===== config.mk =====
export PLATFORM = sky130hd
export DESIGN_NAME = ref_loss_and_auto_restart
export DESIGN_NICKNAME = d
export VERILOG_FILES = /design/src/core/rla_pkg.sv /design/src/core/ref_loss_and_auto_restart.sv
export SDC_FILE = /design/constraint.sdc
export NUM_CORES = 1
export LEC_CHECK = 0
export ABC_AREA = 1
export BUFFER_PORTS_ARGS = -buffer_cell sky130_fd_sc_hd__clkbuf_2
export CORE_MARGIN = 2
export CORE_UTILIZATION = 30
export CTS_CLUSTER_SIZE = 12
export DETAILED_ROUTE_END_ITERATION = 10
export PLACE_DENSITY = 0.47
export SLEW_MARGIN = 10
export SYNTH_ARGS = -nofsm -noshare
export SYNTH_HDL_FRONTEND = slang
export SYNTH_SLANG_ARGS = --single-unit

===== constraint.sdc =====
create_clock -name clk -period 10.12 [get_ports clk]
set_input_delay 1.012 -clock clk [delete_from_list [all_inputs] [get_ports clk]]
set_output_delay 1.012 -clock clk [all_outputs]
set_load 0.05 [all_outputs]

===== src/core/rla_pkg.sv =====
package rla_pkg;

    // register byte offsets
    localparam logic [7:0] OFF_CTRL = 8'h00;
    localparam logic [7:0] OFF_SEL = 8'h04;
    localparam logic [7:0] OFF_SEL_HI = 8'h18;
    localparam logic [7:0] OFF_STATUS = 8'h08;
    localparam logic [7:0] OFF_IRQ_STAT = 8'h0C;
    localparam logic [7:0] OFF_IRQ_CLR = 8'h10;
    localparam logic [7:0] OFF_IRQ_EN = 8'h14;

    // control register fields
    localparam int CTRL_LOSS_ACT_BIT = 0;
    localparam int CTRL_CONTACT_SEL_BIT = 1;
    localparam int CTRL_MPL_LSB = 2;
    localparam int CTRL_LIMIT_LSB = 4;
    localparam int CTRL_FRESET_BIT = 8;

    // reset values and the limit ceiling
    localparam logic RST_LOSS_ACT = 1'b0;
    localparam logic RST_CONTACT_SEL = 1'b0;
    localparam logic [3:0] RST_LIMIT = 4'h0;
    localparam logic [3:0] LIMIT_MAX = 4'hA;
    localparam logic [1:0] RST_MPL = 2'h0;

    // contact output function codes
    localparam logic [7:0] FN_REF_LOST = 8'h0C;
    localparam logic [7:0] FN_AUTO_RESTART = 8'h1E;
    localparam int NUM_CONTACTS = 5;

    // fault code bit positions
    localparam int FLT_OC = 0;
    localparam int FLT_GF = 1;
    localparam int FLT_FUSE = 2;
    localparam int FLT_OV = 3;
    localparam int FLT_UV = 4;
    localparam int FLT_SUPPLY = 5;
    localparam int FLT_PHASE = 6;
    localparam int FLT_W = 16;

    // interrupt bits
    localparam int IRQ_REF_LOSS = 0;
    localparam int IRQ_RESTART = 1;
    localparam int IRQ_TRIP = 2;
    localparam int IRQ_W = 3;

    // timing
    localparam longint CLK_HZ = 250_000_000;
    localparam longint WIN_MS = 400;
    localparam longint WIN_CYC = CLK_HZ * WIN_MS / 1000;
    localparam longint GOOD_MIN = 10;
    localparam longint GOOD_CYC = CLK_HZ * GOOD_MIN * 60;
    localparam int LOSS_PCT = 90;
    localparam int HOLD_PCT = 80;
    localparam int DIAG_CYC = 16;

    typedef enum logic [2:0] {
        RS_RUN,
        RS_DIAG,
        RS_SEARCH,
        RS_TRIP
    } rla_state_e;

    typedef struct packed {
        logic lossAct;
        logic contactSel;
        logic [1:0] mplSel;
        logic [3:0] limit;
    } rla_cfg_s;

endpackage


===== src/core/ref_loss_and_auto_restart.sv =====
`timescale 1ns/1ps
module ref_loss_and_auto_restart #(
    parameter int REF_W = 16,
    parameter longint WIN_CYCLES = rla_pkg::WIN_CYC,
    parameter longint GOOD_CYCLES = rla_pkg::GOOD_CYC
) (
    input wire logic clk,
    input wire logic rst_n,
    input wire logic psel,
    input wire logic penable,
    input wire logic pwrite,
    input wire logic [7:0] paddr,
    input wire logic [31:0] pwdata,
    output logic [31:0] prdata,
    output logic pready,
    output logic pslverr,
    input wire logic [REF_W-1:0] refIn,
    input wire logic running,
    input wire logic faultStb,
    input wire logic [rla_pkg::FLT_W-1:0] faultCode,
    input wire logic diagDone,
    input wire logic diagError,
    input wire logic searchDone,
    output logic [REF_W-1:0] speedCmd,
    output logic searchReq,
    output logic [REF_W-1:0] searchFreq,
    output logic faultContact,
    output logic [rla_pkg::NUM_CONTACTS-1:0] contactOut,
    output logic irq
);

    localparam int WIN_W = $clog2(WIN_CYCLES + 1);
    localparam int GOOD_W = $clog2(GOOD_CYCLES + 1);

    typedef struct packed {
        rla_pkg::rla_cfg_s cfg;
        logic [rla_pkg::NUM_CONTACTS-1:0][7:0] fnSel;
        logic [rla_pkg::IRQ_W-1:0] irqStat;
        logic [rla_pkg::IRQ_W-1:0] irqEn;
        rla_pkg::rla_state_e st;
        logic [WIN_W-1:0] winCnt;
        logic [REF_W-1:0] winStart;
        logic [REF_W-1:0] lastGood;
        logic lost;
        logic [3:0] attempts;
        logic [GOOD_W-1:0] goodCnt;
        logic goodArm;
        logic [REF_W-1:0] faultFreq;
        logic [REF_W-1:0] speedCmd;
        logic searchReq;
        logic faultContact;
        logic [rla_pkg::NUM_CONTACTS-1:0] contactOut;
        logic irq;
        logic [31:0] prdata;
        logic pready;
        logic pslverr;
    } rla_state_s;

    rla_state_s s_q, s_d;

    // true when cur is at most ten percent of start
    function automatic logic collapsed(input logic [REF_W-1:0] start,
                                       input logic [REF_W-1:0] cur);
        logic [REF_W+7:0] lhs;
        logic [REF_W+7:0] rhs;
        lhs = (REF_W+8)'(cur) * (REF_W+8)'(100);
        rhs = (REF_W+8)'(start) * (REF_W+8)'(100 - rla_pkg::LOSS_PCT);
        return (start != '0) && (lhs <= rhs);
    endfunction

    function automatic logic [REF_W-1:0] pct(input logic [REF_W-1:0] v,
                                             input int p);
        logic [REF_W+7:0] m;
        m = (REF_W+8)'(v) * (REF_W+8)'(p);
        return REF_W'(m / (REF_W+8)'(100));
    endfunction

    function automatic logic retryable(input logic [rla_pkg::FLT_W-1:0] f,
                                       input logic [1:0] mpl);
        logic r;
        r = f[rla_pkg::FLT_OC] | f[rla_pkg::FLT_GF] | f[rla_pkg::FLT_FUSE]
            | f[rla_pkg::FLT_OV] | f[rla_pkg::FLT_SUPPLY]
            | f[rla_pkg::FLT_PHASE];
        if (f[rla_pkg::FLT_UV])
        begin
            r = r | (mpl == 2'h1) | (mpl == 2'h2);
        end
        // any other fault bit forces a protective trip
        if ((f & ~rla_pkg::FLT_W'(7'h7F)) != '0)
        begin
            r = 1'b0;
        end
        return r;
    endfunction

    // every offset that answers without an error
    function automatic logic reg_mapped(input logic [7:0] a);
        logic hit;
        hit = 1'b0;
        if (a == rla_pkg::OFF_CTRL || a == rla_pkg::OFF_SEL
            || a == rla_pkg::OFF_SEL_HI || a == rla_pkg::OFF_STATUS)
        begin
            hit = 1'b1;
        end
        else if (a == rla_pkg::OFF_IRQ_STAT || a == rla_pkg::OFF_IRQ_CLR
                 || a == rla_pkg::OFF_IRQ_EN)
        begin
            hit = 1'b1;
        end
        return hit;
    endfunction

    logic apbWr;
    logic apbRd;
    logic [rla_pkg::IRQ_W-1:0] events;
    logic [rla_pkg::IRQ_W-1:0] clrMask;
    logic fresetWr;
    logic restarting;

    always_comb
    begin
        s_d = s_q;
        apbWr = psel && penable && pwrite && !s_q.pready;
        apbRd = psel && penable && !pwrite && !s_q.pready;
        events = '0;
        clrMask = '0;
        fresetWr = 1'b0;
        // a write lands on the first access edge, pready answers a cycle later
        s_d.pready = psel && penable && !s_q.pready;
        s_d.pslverr = 1'b0;

        // register writes
        if (apbWr)
        begin
            if (paddr == rla_pkg::OFF_CTRL)
            begin
                s_d.cfg.lossAct = pwdata[rla_pkg::CTRL_LOSS_ACT_BIT];
                s_d.cfg.contactSel = pwdata[rla_pkg::CTRL_CONTACT_SEL_BIT];
                s_d.cfg.mplSel = pwdata[rla_pkg::CTRL_MPL_LSB +: 2];
                // out-of-range limits saturate at ten
                if (pwdata[rla_pkg::CTRL_LIMIT_LSB +: 4] > rla_pkg::LIMIT_MAX)
                begin
                    s_d.cfg.limit = rla_pkg::LIMIT_MAX;
                end
                else
                begin
                    s_d.cfg.limit = pwdata[rla_pkg::CTRL_LIMIT_LSB +: 4];
                end
                fresetWr = pwdata[rla_pkg::CTRL_FRESET_BIT];
            end
            else if (paddr == rla_pkg::OFF_SEL)
            begin
                s_d.fnSel[3:0] = pwdata;
            end
            else if (paddr == rla_pkg::OFF_SEL_HI)
            begin
                // five byte selects do not fit one word, the fifth sits here
                s_d.fnSel[4] = pwdata[7:0];
            end
            else if (paddr == rla_pkg::OFF_IRQ_CLR)
            begin
                clrMask = pwdata[rla_pkg::IRQ_W-1:0];
            end
            else if (paddr == rla_pkg::OFF_IRQ_EN)
            begin
                s_d.irqEn = pwdata[rla_pkg::IRQ_W-1:0];
            end
            else if (!reg_mapped(paddr))
            begin
                s_d.pslverr = 1'b1;
            end
        end

        // register reads
        if (apbRd)
        begin
            s_d.prdata = '0;
            if (paddr == rla_pkg::OFF_CTRL)
            begin
                s_d.prdata[rla_pkg::CTRL_LOSS_ACT_BIT] = s_q.cfg.lossAct;
                s_d.prdata[rla_pkg::CTRL_CONTACT_SEL_BIT] = s_q.cfg.contactSel;
                s_d.prdata[rla_pkg::CTRL_MPL_LSB +: 2] = s_q.cfg.mplSel;
                s_d.prdata[rla_pkg::CTRL_LIMIT_LSB +: 4] = s_q.cfg.limit;
            end
            else if (paddr == rla_pkg::OFF_SEL)
            begin
                s_d.prdata = s_q.fnSel[3:0];
            end
            else if (paddr == rla_pkg::OFF_SEL_HI)
            begin
                s_d.prdata[7:0] = s_q.fnSel[4];
            end
            else if (paddr == rla_pkg::OFF_STATUS)
            begin
                s_d.prdata[0] = s_q.lost;
                s_d.prdata[3:1] = 3'(s_q.st);
                s_d.prdata[11:8] = s_q.attempts;
            end
            else if (paddr == rla_pkg::OFF_IRQ_STAT)
            begin
                s_d.prdata[rla_pkg::IRQ_W-1:0] = s_q.irqStat;
            end
            else if (paddr == rla_pkg::OFF_IRQ_EN)
            begin
                s_d.prdata[rla_pkg::IRQ_W-1:0] = s_q.irqEn;
            end
            else if (!reg_mapped(paddr))
            begin
                s_d.pslverr = 1'b1;
            end
        end

        // reference collapse watch: a new window starts every 400 ms
        // from the current level, so a slow drift never declares loss
        // refIn is taken as a sample of this clock; a source from another
        // domain needs its own synchroniser ahead of this block
        if (s_q.winCnt >= WIN_W'(WIN_CYCLES - 1))
        begin
            s_d.winCnt = '0;
            s_d.winStart = refIn;
        end
        else
        begin
            s_d.winCnt = s_q.winCnt + WIN_W'(1);
        end
        if (!s_q.lost && collapsed(s_q.winStart, refIn))
        begin
            s_d.lost = 1'b1;
            events[rla_pkg::IRQ_REF_LOSS] = 1'b1;
        end
        else if (s_q.lost && !collapsed(s_q.lastGood, refIn))
        begin
            // reference back above the collapse level
            s_d.lost = 1'b0;
        end
        if (!s_q.lost)
        begin
            s_d.lastGood = s_q.winStart;
        end

        if (s_q.lost && s_q.cfg.lossAct)
        begin
            s_d.speedCmd = pct(s_q.lastGood, rla_pkg::HOLD_PCT);
        end
        else
        begin
            s_d.speedCmd = refIn;
        end

        // auto restart sequencer
        case (s_q.st)
            rla_pkg::RS_RUN:
            begin
                if (faultStb)
                begin
                    s_d.faultFreq = s_q.speedCmd;
                    s_d.st = rla_pkg::RS_DIAG;
                    s_d.goodArm = 1'b0;
                end
                else if (s_q.goodArm && running)
                begin
                    if (s_q.goodCnt >= GOOD_W'(GOOD_CYCLES - 1))
                    begin
                        s_d.attempts = '0;
                        s_d.goodArm = 1'b0;
                    end
                    else
                    begin
                        s_d.goodCnt = s_q.goodCnt + GOOD_W'(1);
                    end
                end
            end
            rla_pkg::RS_DIAG:
            begin
                if (diagDone)
                begin
                    if (!diagError && retryable(faultCode, s_q.cfg.mplSel)
                        && s_q.attempts < s_q.cfg.limit)
                    begin
                        s_d.attempts = s_q.attempts + 4'h1;
                        s_d.st = rla_pkg::RS_SEARCH;
                        s_d.searchReq = 1'b1;
                        events[rla_pkg::IRQ_RESTART] = 1'b1;
                    end
                    else
                    begin
                        s_d.st = rla_pkg::RS_TRIP;
                        events[rla_pkg::IRQ_TRIP] = 1'b1;
                    end
                end
            end
            rla_pkg::RS_SEARCH:
            begin
                if (searchDone)
                begin
                    s_d.searchReq = 1'b0;
                    s_d.st = rla_pkg::RS_RUN;
                    s_d.goodArm = 1'b1;
                    s_d.goodCnt = '0;
                end
            end
            rla_pkg::RS_TRIP:
            begin
                if (fresetWr)
                begin
                    s_d.attempts = '0;
                    s_d.st = rla_pkg::RS_RUN;
                end
            end
            default:
            begin
                s_d.st = rla_pkg::RS_RUN;
            end
        endcase

        restarting = (s_q.st == rla_pkg::RS_DIAG)
            || (s_q.st == rla_pkg::RS_SEARCH);
        s_d.faultContact = (s_q.st == rla_pkg::RS_TRIP)
            || (restarting && s_q.cfg.contactSel);
        for (int i = 0; i < rla_pkg::NUM_CONTACTS; i++)
        begin
            s_d.contactOut[i] =
                ((s_q.fnSel[i] == rla_pkg::FN_REF_LOST) && s_q.lost)
                || ((s_q.fnSel[i] == rla_pkg::FN_AUTO_RESTART)
                    && restarting);
        end

        // set wins over a same-cycle clear
        s_d.irqStat = (s_q.irqStat & ~clrMask) | events;
        s_d.irq = |(s_q.irqStat & s_q.irqEn);
    end

    always_ff @(posedge clk or negedge rst_n)
    begin
        if (!rst_n)
        begin
            s_q <= '0;
            s_q.cfg.lossAct <= rla_pkg::RST_LOSS_ACT;
            s_q.cfg.contactSel <= rla_pkg::RST_CONTACT_SEL;
            s_q.cfg.mplSel <= rla_pkg::RST_MPL;
            s_q.cfg.limit <= rla_pkg::RST_LIMIT;
            s_q.attempts <= 4'h0;
            s_q.st <= rla_pkg::RS_RUN;
        end
        else
        begin
            s_q <= s_d;
        end
    end

    assign prdata = s_q.prdata;
    assign pready = s_q.pready;
    assign pslverr = s_q.pslverr;
    assign speedCmd = s_q.speedCmd;
    assign searchReq = s_q.searchReq;
    assign searchFreq = s_q.faultFreq;
    assign faultContact = s_q.faultContact;
    assign contactOut = s_q.contactOut;
    assign irq = s_q.irq;

endmodule // ref_loss_and_auto_restart


**Word level (Yosys, flattened, before mapping)**

Cells that the tools add are included.

- $add $sub $neg: 3
- Multiply operators: 4
- Div/mod/pow operators: 1
- Magnitude comparators: 6
- Eq/ne operators: 32
- Mux-type cells: 84
- Bitwise operators: 15
- Reductions and logical operators: 62

Operator list:

| operator | number |
|---|---|
| 39-bit case mux with 2 select lines | 1 |
| 8-bit by 5-bit equality test with 1-bit output (second input constant) | 8 |
| 16-bit by 3-bit multiplier with 19-bit output (second input constant) | 3 |
| 8-bit by 4-bit equality test with 1-bit output (second input constant) | 7 |
| 16-bit nonzero test | 3 |
| 1-bit 2-to-1 mux | 47 |
| 23-bit by 20-bit <= comparator with 1-bit output | 2 |
| 43-bit 2-to-1 mux | 1 |
| 42-bit 2-to-1 mux | 1 |
| 39-bit 2-to-1 mux | 1 |
| 38-bit by 1-bit adder with 38-bit output (second input constant) | 1 |
| 38-bit >= comparator (second input constant) | 1 |
| 38-bit 2-to-1 mux | 1 |
| 3-bit 2-to-1 mux | 12 |
| 4-bit 2-to-1 mux | 9 |
| 27-bit by 1-bit adder with 27-bit output (second input constant) | 1 |
| 27-bit >= comparator (second input constant) | 1 |
| 27-bit 2-to-1 mux | 1 |
| 1-bit logical AND | 25 |
| 23-bit by 7-bit divider with 24-bit output (second input constant) | 1 |
| 24-bit 2-to-1 mux | 1 |
| 16-bit by 5-bit multiplier with 21-bit output (second input constant) | 1 |
| 20-bit 2-to-1 mux | 1 |
| 2-bit != test (second input constant) | 9 |
| other kinds (34) | 68 |

- Register bits after elaboration: 234
- Bits of input ports: 82

**Longest topological paths before layout**

Gate-level depths: netlist of the first run.

- Depth in word-level cells: 26
- Gate-level depth with buffers: 93
- Depth with buffers taken out: 93

**Worst setup path after synthesis of the first run**

OpenSTA, ideal clock, no wires.

- Kind: register to register
- Start point: register s_q[119] (netlist bit)
- End point: register s_q, in the netlist speedCmd[0]
- Setup time: 0.124 ns
- Arrival: 8.483 ns
- Slack: 1.513 ns
- Stages on the path, launching flop included: 88
- Path buffers: 0
- Clock period less this slack: 8.607 ns
- Cells stage by stage: dfrtp_1 ha_1 ha_1 fa_1 nand2_1 nand2_1 nand3_1 nand2_2 nand2_1 nand3b_1 nand2_2 nand3_4 nand2_4 nand2_4 nand2_2 nand2_1 nor2_1 nand2_2 [... 52 more ...] nand2_1 nand2_1 ha_1 inv_1 nand2_1 nand3_4 nand2_4 nand2_1 nand2_4 ha_1 nor2_2 nand2_1 nand2_1 nor2_1 nand2_1 inv_1 nor3_1 a21oi_1

RTL lines:

| item | RTL line | RTL |
|---|---|---|
| start, declared | ref_loss_and_auto_restart.sv:59 | `rla_state_s s_q, s_d;` |

==> impl_results.md, run 1 <==
* Skew final at approximately 21 ps
* Synth area leader: dfrtp_1
* CP Capture Type: flip-flop
* Placed inst area at between 0.015 and 0.02 mm²
* Cell Rows at 88
* CP max-delay cell: dfrtp_2
* Cell variety after synth at a little under 60
* Share of cells above drive strength 1 at 0.173
* Die area at 0.0607 mm²
* Drt wl/cell at 14.8 µm
* Reg2reg start: s_q[119]$_DFFE_PN0N_
* R2r worst-path depth at a little over 80
* IO Pins at roughly 160
* Worst min path class: flip-flop to flip-flop
* Yosys reg bits at approximately 230
* Critical Path AT at approximately 10000 ps
* Drt pass-1 iters at 5
* Post-synth ARST share at 1.00
* Main area contributors after synthesis: dfrtp_1 33%, nand2_1 11%, ha_1 11%, inv_1 7.4%, o21ai_0 4.6%
* Num CTS Buffers at 28
* Syn nets at 2631
* Worst skew pair latency at between 500 and 600 ps
* Max incr delay on CP at ~460 ps
* Max Buffers Root-to-Sink at 3
* Area delta synth->final at 15.5%
* Initial antenna violation count at 2
* CTS tree: built
* Run status: finished clean
* Root buffer cell: clkbuf_16
* Achievable frequency at ~110 MHz
* Synth Cell Area at ~0.018 mm²
* Post-synth EDFFs at 0
* Congestion Overflow GR at 0
* Slew Viols, Final at 0
* Final Setup Violations at 0
* Critical Path Most Common Cell: nand2_1
* Final Instance Area at 0.0203 mm²
* GP Congestion at 0.890
* CP max FO at 7
* Seq. cell area at between 0.005 and 0.006 mm²
* Startpoint types: flip-flop
* Via-per-instance ratio at roughly 4.7
* Fillers at a little over 6000
* WL final at a little under 50000 µm
* Final Critical Period at approximately 9400 ps
* DR DRC count at 0
* Die X-Extent at around 250 µm
* Synth cell count leaders: 539 x nand2_1, 346 x inv_1, 233 x dfrtp_1, 184 x nor2_1, 161 x o21ai_0
* Routed Antenna Nets at 0
* Clock-pin slew on the worst setup and hold paths at 60 ps
* Global-route usage over all layers at 0.159
* Final Hold Fails at 0
* Required @ worst endpoint at about 11000 ps
* Antenna cell count at 0
* Max_cap viols at 0
* Nets@finish at 2750
* Starting density of the core at 0.304
* Clock sink count at 233
* Top cell type's share of synthesized area at 0.331
* Dominant cell by count in the synthesized netlist: nand2_1
* First-pass GRT wire length at 78000 µm
* Core area at around 0.058 mm²
* Slew @ Worst Pin at 1110 ps
* Post-Synthesis Cells at 2379
* Dpl hpwl at about 37000 µm
* Hold_buf cts at 0
* Vias at approximately 15000
* R2r endpoint: speedCmd[0]$_DFF_PN0_
* DIE HEIGHT at around 250 µm
* Sequential element share of the synthesized area at 0.331
* Ys flop type: dfrtp_1
* Period utilization at 0.929
* Synth Warn # at 0
* Slew margin rel. at 0.263
* CP startpoint: s_q[119]$_DFFE_PN0N_
* Area of the multi-input gates at slightly above 0.01 mm²
* Vias in the first global route at 14700
* End point of the critical path: speedCmd[0]$_DFF_PN0_
* IO Port Bufs at 155
* Synth Area per Inst at around 7.4 µm²
* Largest net degree at the start of global routing at around 130
* Reg-to-reg slack, setup at ~720 ps
* Starting DRT DRC Count at 747
* H-tree Lvls at 1
* Critical path class: flip-flop to flip-flop
==> registers in the layout, indices dropped and copies added, names as in the netlist <==
signal,flops
s_q,159
prdata,32
searchFreq,16
speedCmd,16
contactOut,5
faultContact,1
irq,1
pready,1
pslverr,1
searchReq,1
==> critical path: cells and delay by family, from the launching register on <==
kind	cells	cell delay, ps
buf+inv	5	520
simple gates	72	7110
flops	1	460
fa+ha+maj	4	970
compound gates	2	230
==> placed cells by master (no fill, tap or decap), drive strengths merged, types with 6 or more instances in the layout <==
| cell type | instances |
|---|---|
| nand4 | 56 |
| xor2 | 36 |
| o21ai | 173 |
| clkinv | 13 |
| clkbuf | 191 |
| nand3 | 123 |
| nand2 | 618 |
| nor3 | 45 |
| a21oi | 121 |
| buf | 36 |
| ha | 157 |
| o22ai | 8 |
| dfrtp | 233 |
| fa | 13 |
| nor2 | 198 |
| a31oi | 15 |
| nor3b | 8 |
| xnor2 | 11 |
| o21bai | 8 |
| inv | 369 |
| a211oi | 6 |
| nor4 | 23 |
| nand3b | 9 |
==> layer usage <==
| layer | GRT usage | vias up | share of wire |
|---|---|---|---|
| met1 | 0.220 | 7164 | 0.49 |
| met2 | 0.260 | 267 | 0.45 |
| li1 | - | 7914 | - |
| met4 | 0.0383 | 2 | 0.022 |
| met3 | 0.0206 | 52 | 0.044 |
| met5 | 0 | - | 0.00027 |
==> area by class of cell <==
type                       count  share of cell area
inverter                     375              0.0699
clock buffer                  37              0.0391
sequential                   233               0.287
timing repair buffer         190              0.0515
multi-input combinational   1670               0.495
clock inverter                15              0.0102
tap                          765              0.0471
==> logic make-up (layout without fill, tap and decap cells) <==
| kind of cell | count (synthesis) | in the layout | share of synthesized area |
|---|---|---|---|
| compound gates | 360 | 360 | 0.112 |
| xor+xnor | 47 | 47 | 0.0234 |
| mux | 5 | 5 | 0.00320 |
| simple gates | 1088 | 1088 | 0.287 |
| buf+inv | 476 | 617 | 0.117 |
| flops | 233 | 233 | 0.331 |
| fa+ha+maj | 170 | 170 | 0.126 |
==> repair_timing <==
| item | 4_1_cts | 5_1_grt |
|---|---|---|
| gates resized for setup | 0 | 80 |
| buffers inserted | 0 | 26 |
| setup endpoints to repair | 0 | 2 |
==> how the worst min path moves through the flow <==
stage	startpoint	end	slack, ps	cells past startpoint
CTS	pready$_DFF_PN0_	pready$_DFF_PN0_	450	1
detailed placement	pready$_DFF_PN0_	pready$_DFF_PN0_	440	1
floorplan	s_q[191]$_DFFE_PN0P_	contactOut[0]$_DFF_PN0_	430	1
finish	pready$_DFF_PN0_	pready$_DFF_PN0_	450	1
global placement	pready$_DFF_PN0_	pready$_DFF_PN0_	440	1
global route	pready$_DFF_PN0_	pready$_DFF_PN0_	470	1
==> per-stage QoR <==
step	TNS [ps]	hold slack [ps]	setup WS [ps]	utilization	std cells
detailed placement	0	438	401	0.325	3207
floorplan	0	430	1510	-	2379
global route	-165	466	-165	0.351	3285
CTS	0	455	398	0.342	3259
global placement	0	437	719	0.325	3207
finish	0	454	721	0.351	3285
Power of run 1 is not shown: default switching activity piles up to over one toggle a cycle in this logic, so the estimate is an artifact.
==> run 2, diff against run 1 <==
--- a/config.mk
+++ b/config.mk
@@ -11,6 +11,7 @@
 export CORE_UTILIZATION = 30
 export CTS_CLUSTER_SIZE = 12
 export DETAILED_ROUTE_END_ITERATION = 10
+export GPL_TIMING_DRIVEN = 0
 export PLACE_DENSITY = 0.47
 export SLEW_MARGIN = 10
 export SYNTH_ARGS = -nofsm -noshare
==> run 2 against run 1 <==
  * Sequential share of layout area shrank 0.75 points
  * Non-clock buffer count up 90
  * Sequential cell count stayed put
  * Hold slack lost 74 ps
  * First-iteration DRC count rose by 18%
  * Clock-buffer cell count up 6
  * Worst setup slack better by 9.0 ps
  * Routed wire length is 2.6% higher
  * Critical path depth grew 3
  * Core utilization is 0.93 points higher
  * Global-route usage is 0.49 points higher
  * Largest cell class unchanged
==> impl_results.md, run 2 (synthesis gave the netlist of run 1 again) <==
* Run status: finished clean (unchanged)
* Congestion Overflow GR at 0 (unchanged)
* Via-per-instance ratio at 4.67 (was 4.69)
* Starting DRT DRC Count at 885 (was 747)
* Commonest non-fill, non-tap cell in the layout: nand2_1 (unchanged)
* Achievable frequency at 106 MHz (about the same)
* Reg with most FFs: s_q (unchanged)
* CP Capture Type: flip-flop (unchanged)
* Slew Viols, Final at 0 (unchanged)
* Critical Path AT at 9850 ps (about the same)
* Reg-to-reg slack, setup at 730 ps (was 720 ps)
* Setup_tns at 0 ps (unchanged)
* Final Critical Period at 9390 ps (was 9400 ps)
* Slew margin rel. at 0.268 (was 0.263)
* Starting density of the core at 0.304 (unchanged)
* H-tree Lvls at 1 (unchanged)
* Max_cap viols at 0 (unchanged)
* Vias at 15800 (was 15400)
* Nets@finish at 2841 (was 2750)
* R2r worst-path depth at 86 (was 83)
* Max incr delay on CP at 450 ps (was 460 ps)
* Placed inst area at 0.0194 mm² (was 0.0188 mm²)
* Root buffer cell: clkbuf_16 (unchanged)
* Final Hold Fails at 0 (unchanged)
* DIE HEIGHT at 246 µm (unchanged)
* Max FFs per register at 159 (unchanged)
* R2r endpoint: speedCmd[0]$_DFF_PN0_ (unchanged)
* Clock sink count at 233 (unchanged)
* Final Setup Violations at 0 (unchanged)
* Initial antenna violation count at 1 (was 2)
* Core area at 0.0579 mm² (unchanged)
* Required @ worst endpoint at 10580 ps (was 10570 ps)
* First-pass GRT wire length at 79900 µm (was 78000 µm)
* CP max-delay cell: dfrtp_2 (unchanged)
* Critical path class: flip-flop to flip-flop (unchanged)
* Startpoint types: flip-flop (unchanged)
* IO Port Bufs at 155 (unchanged)
* CP max FO at 7 (unchanged)
* Die area at 0.0607 mm² (unchanged)
* Dpl hpwl at 39600 µm (was 37400 µm)
* Skew final at 13.4 ps (was 21.4 ps)
* Final Instance Area at 0.0209 mm² (was 0.0203 mm²)
* Worst min path class: input port to async pin (was flip-flop to flip-flop)
* WL final at 49800 µm (was 48600 µm)
* DR DRC count at 0 (unchanged)
* Vias in the first global route at 15300 (was 14700)
* Max Buffers Root-to-Sink at 3 (unchanged)
* GP Congestion at 0.873 (was 0.890)
* Most frequent cells in the layout: 520 x nand2_1, 344 x inv_1, 229 x dfrtp_1 (was 522 x nand2_1, 346 x inv_1, 228 x dfrtp_1)
* Worst skew pair latency at 570 ps (about the same)
* Fin cells at 3376 (was 3285)
* Routed Antenna Nets at 0 (unchanged)
* Drt pass-1 iters at 8 (was 5)
* Clock-pin slew on the worst setup and hold paths at 60 ps (about the same)
* Drt wl/cell at 14.8 µm (about the same)
* IO Pins at 156 (unchanged)
* Largest net degree at the start of global routing at 99 (was 128)
* Reg2reg start: s_q[119]$_DFFE_PN0N_ (unchanged)
* Placed insts at 3301 (was 3207)
* Period utilization at 0.928 (was 0.929)
* Num CTS Buffers at 29 (was 28)
* Slew @ Worst Pin at 1090 ps (was 1110 ps)
* CTS tree: built (unchanged)
* Antenna cell count at 0 (unchanged)
* Area delta synth->final at 18.6% (was 15.5%)
* Global-route usage over all layers at 0.164 (was 0.159)
* Critical Path Most Common Cell: nand2_4 (was nand2_1)
* Die X-Extent at 246 µm (unchanged)
* Cell Rows at 88 (unchanged)
* Share of cells above drive strength 1 at 0.187 (was 0.173)
[run 2: how the worst max path moves through the flow]
stage                                     from                     to  slack, ps  cells past startpoint
after floorplan           s_q[119]$_DFFE_PN0N_  speedCmd[0]$_DFF_PN0_       1510                     87
after global placement    s_q[119]$_DFFE_PN0N_  speedCmd[0]$_DFF_PN0_        270                     82
after detailed placement  s_q[119]$_DFFE_PN0N_  speedCmd[0]$_DFF_PN0_         80                     83
after CTS                 s_q[119]$_DFFE_PN0N_  speedCmd[0]$_DFF_PN0_         90                     83
after global routing      s_q[130]$_DFFE_PN0N_  speedCmd[0]$_DFF_PN0_       -100                     86
final                     s_q[119]$_DFFE_PN0N_  speedCmd[0]$_DFF_PN0_        730                     86
[run 2: cell type report]
type | count | area (µm²)
plain buffers | 101 | 642
flip-flops and latches | 233 | 5840
clock inverters | 10 | 143
multi-input cells | 1670 | 10000
clock buffers | 43 | 848
fillers | 6161 | 37000
inverters | 375 | 1420
well taps | 765 | 957
repair buffers | 179 | 1000
[run 2: timing repair]
action,CTS,global route
hold buffers,0,0
buffers inserted,0,22
gates resized for setup,0,79
setup endpoints to repair,0,2
[run 2: through the flow]
step | hold slack [ps] | worst slack [ps] | utilization
2_1_floorplan | 430 | 1510 | -
3_3_place_gp | 435 | 266 | 0.334
3_5_place_dp | 437 | 82.2 | 0.335
4_1_cts | 367 | 87.0 | 0.352
5_1_grt | 393 | -103 | 0.361
6_report | 380 | 730 | 0.361
[run 2: critical path: cells and delay by family (launching register included)]
kind / cells / cell delay, ps
and+or+nand+nor: 78 / 7350
adders and majority gates: 5 / 1200
DFF: 1 / 450
buffers and inverters: 2 / 190
AOI/OAI and AO/OA: 1 / 70
[run 2: per-layer routing]
layer,share of wire,global-route usage,vias up
li1,-,-,8111
met4,0.022,0.0423,2
met2,0.45,0.269,298
met1,0.48,0.226,7293
met5,0.00016,0,-
met3,0.044,0.0210,71
Power of run 2 is left out for the same reason.
